`src/verilog/wdog_consts.vh`:
```
// constants for the windowed watchdog: offsets, field positions, resets
// assumes inclusion by bare name from the watchdog design file
`ifndef WDOG_CONSTS_VH
`define WDOG_CONSTS_VH
`define OFS_RESTART_CONTROL 8'h00
`define OFS_WATCHDOG_MODE 8'h04
`define OFS_WATCHDOG_STATUS 8'h08
`define MODE_RESET_VALUE 32'h3FFF_2FFF
`define RESTART_KEY 8'hA5
`define KEY_MSB 31
`define KEY_LSB 24
`define RESTART_BIT 0
`define LOAD_MSB 11
`define LOAD_LSB 0
`define INT_EN_BIT 12
`define RST_EN_BIT 13
`define PROC_ONLY_BIT 14
`define DISABLE_BIT 15
`define DELTA_MSB 27
`define DELTA_LSB 16
`define DBG_HALT_BIT 28
`define IDLE_HALT_BIT 29
`define MODE_USED_MASK 32'h3FFF_FFFF
`define UNF_BIT 0
`define ERR_BIT 1
`define PRESCALE_DIV 8'h80
`endif

```
`src/verilog/windowed_watchdog_timer.v`:
```
// windowed watchdog: 12-bit down counter on slow clock / 128, key-protected
// restart, write-once mode register, sticky status and fault outputs.
// assumes slow clock, debug and idle levels arrive asynchronously from pins;
// register bus strobes are synchronous to REF_CLK_I.
//
// What this block does
// - 12-bit down counter loaded from the mode load field on reload.
// - counter decrements once per slow clock divided by 128.
// - after reset load field is all ones and reset generation enabled.
// - processor reset restores initial values and counting resumes.
// - only first mode write after reset is accepted.
// - mode write reloads counter and restarts with new parameters.
// - control write acts only with key 0xA5; bit 0 requests restart.
// - permitted restart reloads counter and restarts the prescaler.
// - underflow sets its flag and, if enabled, raises fault.
// - restart above delta raises error and, with reset enable set, fault, even if disabled.
// - delta at or above load value means restarts never error.
// - mode register resets to 0x3FFF_2FFF.
// - interrupt follows flags when fault interrupt enable is set.
// - fault requests all resets or processor only, per select bit.
// - watchdog reset clears the processor, the watchdog and flags.
// - status read or reset clears flags, interrupt and fault.
// - debug halt and idle halt stop the counter in those states.
// - disable bit stops counting and underflow.
// - status bit 0 underflow, bit 1 error, sticky since last read.
`timescale 1ns/1ps
`include "wdog_consts.vh"

module windowed_watchdog_timer #(
  parameter CNT_W = 12,
  parameter PRESCALE = 128
) (
  // clock and processor reset
  input wire REF_CLK_I,
  input wire RST_N_I,
  // register port
  input wire [7:0] ADDR_I,
  input wire [31:0] WDATA_I,
  input wire WR_I,
  input wire RD_I,
  output reg [31:0] RDATA_O,
  // asynchronous system levels
  input wire SLOW_CLK_I,
  input wire DEBUG_STATE_I,
  input wire IDLE_MODE_I,
  // to interrupt and reset controllers
  output reg IRQ_O,
  output reg FAULT_ALL_O,
  output reg FAULT_PROC_O
);

  reg [31:0] mode_q;
  reg mode_locked_q;
  reg [CNT_W-1:0] count_q;
  reg [7:0] presc_q;
  reg unf_q;
  reg err_q;
  reg fault_q;
  reg [2:0] slow_sync_q;
  reg [1:0] dbg_sync_q;
  reg [1:0] idle_sync_q;

  wire [CNT_W-1:0] load_val = mode_q[`LOAD_MSB:`LOAD_LSB];
  wire [CNT_W-1:0] delta_val = mode_q[`DELTA_MSB:`DELTA_LSB];
  wire wr_mode = WR_I && (ADDR_I == `OFS_WATCHDOG_MODE);
  wire wr_ctrl = WR_I && (ADDR_I == `OFS_RESTART_CONTROL);
  wire rd_stat = RD_I && (ADDR_I == `OFS_WATCHDOG_STATUS);
  // key check discards the whole write otherwise
  wire restart_req = wr_ctrl && WDATA_I[`RESTART_BIT] &&
    (WDATA_I[`KEY_MSB:`KEY_LSB] == `RESTART_KEY);
  // window violation; delta >= load never errors since count <= load
  wire early = restart_req && (count_q > delta_val);
  wire restart_ok = restart_req && !early;
  wire slow_rise = slow_sync_q[1] && !slow_sync_q[2];
  wire halted = mode_q[`DISABLE_BIT] ||
    (mode_q[`DBG_HALT_BIT] && dbg_sync_q[1]) ||
    (mode_q[`IDLE_HALT_BIT] && idle_sync_q[1]);
  wire presc_wrap = (presc_q == PRESCALE[7:0] - 8'h01);
  wire tick = slow_rise && presc_wrap && !halted;
  wire underflow = tick && (count_q == {CNT_W{1'b0}});
  wire unf_set = underflow;
  wire err_set = early;
  wire fault_ev = (underflow || early) && mode_q[`RST_EN_BIT];

  // synchronisers; slow clock gets a third stage for edge detection
  always @(posedge REF_CLK_I or negedge RST_N_I) begin
    if (!RST_N_I) begin
      slow_sync_q <= 3'b000;
      dbg_sync_q <= 2'b00;
      idle_sync_q <= 2'b00;
    end else begin
      slow_sync_q <= {slow_sync_q[1:0], SLOW_CLK_I};
      dbg_sync_q <= {dbg_sync_q[0], DEBUG_STATE_I};
      idle_sync_q <= {idle_sync_q[0], IDLE_MODE_I};
    end
  end

  // write-once mode register; reset value enables reset generation
  always @(posedge REF_CLK_I or negedge RST_N_I) begin
    if (!RST_N_I) begin
      mode_q <= `MODE_RESET_VALUE;
      mode_locked_q <= 1'b0;
    end else if (wr_mode && !mode_locked_q) begin
      mode_q <= WDATA_I & `MODE_USED_MASK;
      mode_locked_q <= 1'b1;
    end
  end

  // prescaler: restarted by any reload so the first tick is a full period
  always @(posedge REF_CLK_I or negedge RST_N_I) begin
    if (!RST_N_I) begin
      presc_q <= 8'h00;
    end else if ((wr_mode && !mode_locked_q) || restart_ok) begin
      presc_q <= 8'h00;
    end else if (slow_rise && !halted) begin
      presc_q <= presc_wrap ? 8'h00 : presc_q + 8'h01;
    end
  end

  // down counter; on underflow it reloads and keeps running
  always @(posedge REF_CLK_I or negedge RST_N_I) begin
    if (!RST_N_I) begin
      count_q <= {CNT_W{1'b1}};
    end else if (wr_mode && !mode_locked_q) begin
      count_q <= WDATA_I[`LOAD_MSB:`LOAD_LSB];
    end else if (restart_ok) begin
      count_q <= load_val;
    end else if (underflow) begin
      count_q <= load_val;
    end else if (tick) begin
      count_q <= count_q - {{(CNT_W-1){1'b0}}, 1'b1};
    end
  end

  // sticky flags and held fault; a set in the read cycle wins
  always @(posedge REF_CLK_I or negedge RST_N_I) begin
    if (!RST_N_I) begin
      unf_q <= 1'b0;
      err_q <= 1'b0;
      fault_q <= 1'b0;
    end else begin
      unf_q <= unf_set || (unf_q && !rd_stat);
      err_q <= err_set || (err_q && !rd_stat);
      fault_q <= fault_ev || (fault_q && !rd_stat);
    end
  end

  // registered outputs, one cycle after the flags they follow
  always @(posedge REF_CLK_I or negedge RST_N_I) begin
    if (!RST_N_I) begin
      IRQ_O <= 1'b0;
      FAULT_ALL_O <= 1'b0;
      FAULT_PROC_O <= 1'b0;
    end else begin
      IRQ_O <= (unf_q || err_q) && mode_q[`INT_EN_BIT];
      FAULT_ALL_O <= fault_q && !mode_q[`PROC_ONLY_BIT];
      FAULT_PROC_O <= fault_q && mode_q[`PROC_ONLY_BIT];
    end
  end

  // read data in the cycle after the strobe; control reads as zero
  always @(posedge REF_CLK_I or negedge RST_N_I) begin
    if (!RST_N_I) begin
      RDATA_O <= 32'h0000_0000;
    end else if (RD_I) begin
      case (ADDR_I)
        `OFS_WATCHDOG_MODE: RDATA_O <= mode_q;
        `OFS_WATCHDOG_STATUS: RDATA_O <= {30'h0000_0000, err_q, unf_q};
        default: RDATA_O <= 32'h0000_0000;
      endcase
    end else begin
      RDATA_O <= 32'h0000_0000;
    end
  end

endmodule

```
`config.mk`:
```
export PLATFORM = sky130hd
export DESIGN_NAME = windowed_watchdog_timer
export DESIGN_NICKNAME = d
export VERILOG_FILES = /design/src/verilog/windowed_watchdog_timer.v
export VERILOG_INCLUDE_DIRS = /design/src /design/src/verilog
export SDC_FILE = /design/constraint.sdc
export NUM_CORES = 1
export LEC_CHECK = 0
export ABC_AREA = 1
export BUFFER_PORTS_ARGS = -buffer_cell sky130_fd_sc_hd__buf_2
export CORE_MARGIN = 10
export CORE_UTILIZATION = 61
export CTS_CLUSTER_DIAMETER = 50
export CTS_CLUSTER_SIZE = 24
export DETAILED_ROUTE_END_ITERATION = 8
export MAX_ROUTING_LAYER = met4
export PLACE_DENSITY = 0.89
export SKIP_LAST_GASP = 1
export SYNTH_ARGS = -nofsm -noshare
export SYNTH_HDL_FRONTEND = slang
export SYNTH_SLANG_ARGS = --single-unit
```
`constraint.sdc`:
```
create_clock -name REF_CLK_I -period 4.4 [get_ports REF_CLK_I]
set_input_delay 0.88 -clock REF_CLK_I [delete_from_list [all_inputs] [get_ports REF_CLK_I]]
set_output_delay 0.88 -clock REF_CLK_I [all_outputs]
set_load 0.03 [all_outputs]
```
==> reports/metrics.yaml, run 1 <==
clk_latency_ns: 0.39
instances_no_fill: 784
row_count: 32
crit_arrival_ns: 3.20
ys_seq_area_share_pct: 50.4
syn_inst: 604
synth_area_um2: 4770
endpoint_kind: "flop"
grt_remaining_overflow: 0
drt_iter0_drc: 208
finalNetCount: 739
clock_skew_ns: 0.0191
vias_per_cell: 5.24
syn_to_final_growth_pct: 12.8
fmax_mhz: 347
finalMaxSlewViolations: 0
min_path_type: "reg2reg"
status: "finished, final reports clean"
p_per_area_nw_per_um2: 277
critPathLaunchType: "flop"
criticalPathCategory: "reg2reg"
ir_drop_mv: 0.224
synth_edf_count: 0
holdBufCountCts: 0
cts_made_buffers: 9
num_antenna_cells: 0
port_buffers: 79
grtUsageTotal_pct: 21.6
dp_cells: 768
path_clk_slew_ns: 0.11
syn_area_per_cell_um2: 7.89
detail-route-antenna-nets: 0
multi_input_area_um2: 1960
dieWidth_um: 108
dp_hpwl_um: 8610
num_io_pins: 82
cp_max_fo: 13
p_leak_nw: 3.12
htreeDepth: 3
firstDrtPassIters: 5
routabilityCongestion: 0.902
start_util_pct: 62.4
clockBufferDepth: 2
coreArea_um2: 7650
worst_pin_slew_ns: 0.933
fillers: 592
cts_setup_buffers: 0
ys_seq_elements: 94
layout_common_cells: "nand2_1 (192), buf_2 (78), inv_1 (74)"
grt_pass1_vias: 4098
wl_per_cell_um: 15.1
antenna_found_initial: 0
cts_resized: 0
setup_viol: 0
p_total_mw: 1.49
finalCritPeriodShare_pct: 65.4
ys_types: 30
rsz0062_at_grt: "no"
setup-tns-final_ns: 0
die_y_um: 108
layout_min_cycle_time_ns: 2.88
yosysWarnings: 0
vias: 4111
synth_top_area_share_pct: 28.9
drive_gt1_share_pct: 22.7
synth_flop_cell: "dfrtp_1"
cts_sinks: 94
finalWirelength_um: 11800
hold_viol: 0
slew-limit-headroom_pct: 37.8
max_cap_violations: 0
cts_tree: "built"
postSynth.asyncResetShare_pct: 100
yosys.area.top_type: "dfrtp_1"
die_area_um2: 11800
layout_commonest_cell: "nand2_1"
grt_max_degree: 79
cp.required_ns: 4.72
grt_pass1_wl_um: 19600
root_buffer: "clkbuf_8"
synth.top_cells.by_area: "dfrtp_1 (29%), dfstp_2 (21%), nand2_1 (15%)"
drc: 0
seqCellArea_um2: 2400
## cells in the mapped netlist (all sizes together) (5+ instances only)
cell type / instances
ha: 15
a21oi: 7
nor2: 71
clkbuf: 5
dfstp: 39
nand3: 49
nor3: 10
nand2: 197
buf: 15
nand4: 11
inv: 79
xor2: 8
o21ai: 34
dfrtp: 55
## critical path, cell delays in order (launching register included)
cell and delay, ns:
dfstp_2 0.54, inv_1 0.05, ha_1 0.29, nand2_1 0.08
inv_2 0.05, nand2_1 0.05, nor2_1 0.17, nand2_1 0.09
nand3_2 0.08, nand2_2 0.19, nand2_2 0.27, nand2_2 0.15
nor2_4 0.36, inv_2 0.23, nand2_1 0.12, nand2_1 0.06
## state kept, by name, indices dropped and copies added, names as in the netlist, 2 cells and up
signal / flops
count_q: 12
presc_q: 8
dbg_sync_q: 2
RDATA_O: 30
slow_sync_q: 3
mode_q: 30
idle_sync_q: 2
## kinds of logic after synthesis
group | share of synthesized area (%)
AND/OR/NAND/NOR | 30.6
buffers and inverters | 8.71
flip-flops | 50.4
adder cells (fa/ha/maj) | 3.94
AO/OA/AOI/OAI | 4.88
XOR/XNOR | 1.47
other | 0.0786
## final timing paths
kind	from	endpoint	slack (ns)	cells past startpoint
setup reg to reg	mode_q[27]$_DFFE_PN1P_	count_q[11]$_DFFE_PN1P_	1.52	15
setup / recovery	mode_q[27]$_DFFE_PN1P_	count_q[11]$_DFFE_PN1P_	1.52	15
hold / removal	idle_sync_q[0]$_DFF_PN0_	idle_sync_q[1]$_DFF_PN0_	0.37	0
hold reg to reg	idle_sync_q[0]$_DFF_PN0_	idle_sync_q[1]$_DFF_PN0_	0.37	0
max in group asynchronous	RST_N_I	mode_q[10]$_DFFE_PN1P_	2.89	2
min in group asynchronous	RST_N_I	RDATA_O[29]$_DFF_PN0_	0.63	1
## power breakdown
part | total (mW) | switching [mW] | internal, mW
registers | 0.875 | 0.00263 | 0.872
logic | 0.0615 | 0.0405 | 0.0210
clock network | 0.557 | 0.340 | 0.217
## cell type report
type                            count  area share (%)
Clock buffer                        9            2.30
Inverter                           79            5.51
Sequential cell                    94            44.6
Clock inverter                      7            1.16
Multi-Input combinational cell    412            36.3
Tap cell                          102            2.37
Timing Repair Buffer               81            7.67
## layer usage
| metal | track usage [%] | vias to the layer above | routed length (um) |
|---|---|---|---|
| met5 | - | - | 0 |
| met4 | 8.19 | 0 | 265 |
| met3 | 3.81 | 22 | 572 |
| met2 | 35.9 | 127 | 5970 |
| met1 | 25.6 | 1930 | 5030 |
| li1 | - | 2032 | - |
## stage by stage
stage / util, % / hold WS (ns) / cell area (um^2) / setup slack, ns
2_1_floorplan: - / 0.331 / 4770 / 2.45
3_3_place_gp: 67.9 / 0.339 / 5190 / 1.44
3_5_place_dp: 67.9 / 0.336 / 5190 / 1.31
4_1_cts: 70.4 / 0.357 / 5380 / 1.51
5_1_grt: 70.4 / 0.361 / 5380 / 1.26
6_report: 70.4 / 0.368 / 5380 / 1.52
Power figures use the tool's default switching activity.
==> inputs of run 2 (changes only) <==
--- a/config.mk
+++ b/config.mk
@@ -9,12 +9,12 @@
 export ABC_AREA = 1
 export BUFFER_PORTS_ARGS = -buffer_cell sky130_fd_sc_hd__buf_2
 export CORE_MARGIN = 10
-export CORE_UTILIZATION = 61
+export CORE_UTILIZATION = 56
 export CTS_CLUSTER_DIAMETER = 50
 export CTS_CLUSTER_SIZE = 24
 export DETAILED_ROUTE_END_ITERATION = 8
 export MAX_ROUTING_LAYER = met4
-export PLACE_DENSITY = 0.89
+export PLACE_DENSITY = 0.83
 export SKIP_LAST_GASP = 1
 export SYNTH_ARGS = -nofsm -noshare
 export SYNTH_HDL_FRONTEND = slang
==> constraint.sdc (replaced) <==
create_clock -name REF_CLK_I -period 2.7 [get_ports REF_CLK_I]
set_input_delay 0.54 -clock REF_CLK_I [delete_from_list [all_inputs] [get_ports REF_CLK_I]]
set_output_delay 0.54 -clock REF_CLK_I [all_outputs]
set_load 0.03 [all_outputs]
==> run 2 against run 1 <==
Compared with the run above: clock power increased by 90%; cell count increased by 1.3%; setup slack got worse by 1.3 ns; highest routed layer unchanged; via count about the same; clock skew decreased by 0.0085 ns; flip-flop and latch count unchanged.
==> reports/metrics.yaml, run 2 (same netlist as run 1, synthesis figures left out) <==
detail-route-antenna-nets: 0
fmax_mhz: 407
clock_skew_ns: 0.0105
wl_per_cell_um: 14.7
htreeDepth: 3
cpMostUsedCell: "nand2_1"
rsz0062_at_grt: "no"
finalCritPeriodShare_pct: 91.1
status: "finished, final reports clean"
cts_tree: "built"
antenna_found_initial: 0
endpoint_kind: "flop"
drc: 0
worst_pin_slew_ns: 0.559
clockBufferDepth: 2
p_switching_uw: 576
fillers: 691
drive_gt1_share_pct: 23.5
critPathLaunchType: "flop"
dieWidth_um: 112
top_regs: "RDATA_O: 30 flops, mode_q: 30 flops, count_q: 12 flops"
grt_remaining_overflow: 0
cts_setup_buffers: 0
crit_chain: "inv_1 > ha_1 > nand2_1 > inv_2 > nand2_1 > nor2_1 > nand4_1 > nand2_2 > nand2_2 > nand2_2 > nor2_4 > inv_2 > nand2_1 > nand2_1"
root_buffer: "clkbuf_8"
grt_pass1_vias: 4093
drt_iter0_drc: 199
layout_commonest_cell: "nand2_1"
p_sw_share_pct: 22.3
routabilityCongestion: 0.905
p_int_mw: 2.01
num_io_pins: 82
coreArea_um2: 8260
ir_drop_mv: 0.304
p_seq_share_pct: 55.1
worstRegToRegCells: 14
grtUsageTotal_pct: 19.4
vias: 4107
start_util_pct: 57.7
criticalPathCategory: "reg2reg"
seqCellArea_um2: 2400
die_area_um2: 12600
vias_per_cell: 5.17
dp_cells: 778
finalNetCount: 746
finalWirelength_um: 11700
p_per_area_nw_per_um2: 471
clk_latency_ns: 0.37
cts_resized: 0
row_count: 33
finalMaxSlewViolations: 0
pwr-share-clk_pct: 41.0
firstDrtPassIters: 7
comb_power_share_pct: 3.9
setup_ws_ns: 0.240
holdBufCountCts: 0
dp_hpwl_um: 8890
die_y_um: 112
grt_max_degree: 54
cts_sinks: 94
max_cap_violations: 0
setup-tns-final_ns: 0
crit_arrival_ns: 2.78
timing.rr.end: "count_q[4]$_DFFE_PN1P_"
syn_to_final_growth_pct: 15.2
cp.required_ns: 3.02
setup_viol: 0
grt_pass1_wl_um: 19800
port_buffers: 79
num_antenna_cells: 0
cpPeakStageDelay_ns: 0.54
multi_input_area_um2: 1960
r2r_setup_slack_ns: 0.24
cts_made_buffers: 9
hold_viol: 0
instances_no_fill: 794
p_leak_nw: 3.19
min_path_type: "in2async"
critPathSlowestCell: "dfstp_2"
path_clk_slew_ns: 0.10
r2r-start: "mode_q[27]$_DFFE_PN1P_"
slew-limit-headroom_pct: 62.6
cp_max_fo: 13
dpl_worst_slack_ns: 0.295
layout_common_cells: "nand2_1 (192), buf_2 (78), inv_1 (74)"
layout_min_cycle_time_ns: 2.46
[run 2: routing by layer]
metal	global-route usage, %	wire, um
met2	31.1	5610
met5	-	0
met4	6.43	183
met1	23.9	5220
met3	3.99	643
[run 2: power by group through the flow]
stage | combinational, mW | clock, mW | sequential [mW]
detailed placement | 0.103 | 0 | 1.45
finish | 0.101 | 1.06 | 1.42
floorplan | 0.0232 | 0 | 1.46
global route | 0.114 | 1.14 | 1.43
CTS | 0.103 | 1.08 | 1.42
global placement | 0.100 | 0 | 1.45
[run 2: worst max path at each step]
stage	slack (ns)	cells after the start	start	end
global placement	0.43	15	mode_q[27]$_DFFE_PN1P_	count_q[2]$_DFFE_PN1P_
CTS	0.26	15	mode_q[27]$_DFFE_PN1P_	count_q[7]$_DFFE_PN1P_
floorplan	0.78	16	mode_q[27]$_DFFE_PN1P_	count_q[10]$_DFFE_PN1P_
global route	0.04	14	mode_q[27]$_DFFE_PN1P_	count_q[8]$_DFFE_PN1P_
finish	0.24	14	mode_q[27]$_DFFE_PN1P_	count_q[4]$_DFFE_PN1P_
detailed placement	0.29	15	mode_q[27]$_DFFE_PN1P_	count_q[7]$_DFFE_PN1P_
[run 2: metrics by stage]
| step | cell area [um^2] | power [mW] | hold slack, ns | utilization [%] |
|---|---|---|---|---|
| detailed placement | 5260 | 1.55 | 0.336 | 63.7 |
| floorplan | 4770 | 1.48 | 0.244 | - |
| global placement | 5260 | 1.55 | 0.337 | 63.7 |
| global route | 5490 | 2.68 | 0.165 | 66.5 |
| finish | 5490 | 2.59 | 0.129 | 66.5 |
| CTS | 5490 | 2.61 | 0.152 | 66.5 |
[run 2: area by class of cell]
class	instances	area share, %
Clock buffer	10	2.51
Sequential cell	94	43.7
Tap cell	105	2.39
Clock inverter	6	1.66
Multi-Input combinational cell	412	35.6
Inverter	79	5.40
Timing Repair Buffer	88	8.70
[run 2: critical path, delay by kind of cell (launching register included)]
kind                     cells  cell delay (ns)
AND/OR/NAND/NOR             10             1.31
adder cells (fa/ha/maj)      1             0.29
flip-flops                   1             0.54
buffers and inverters        3             0.28
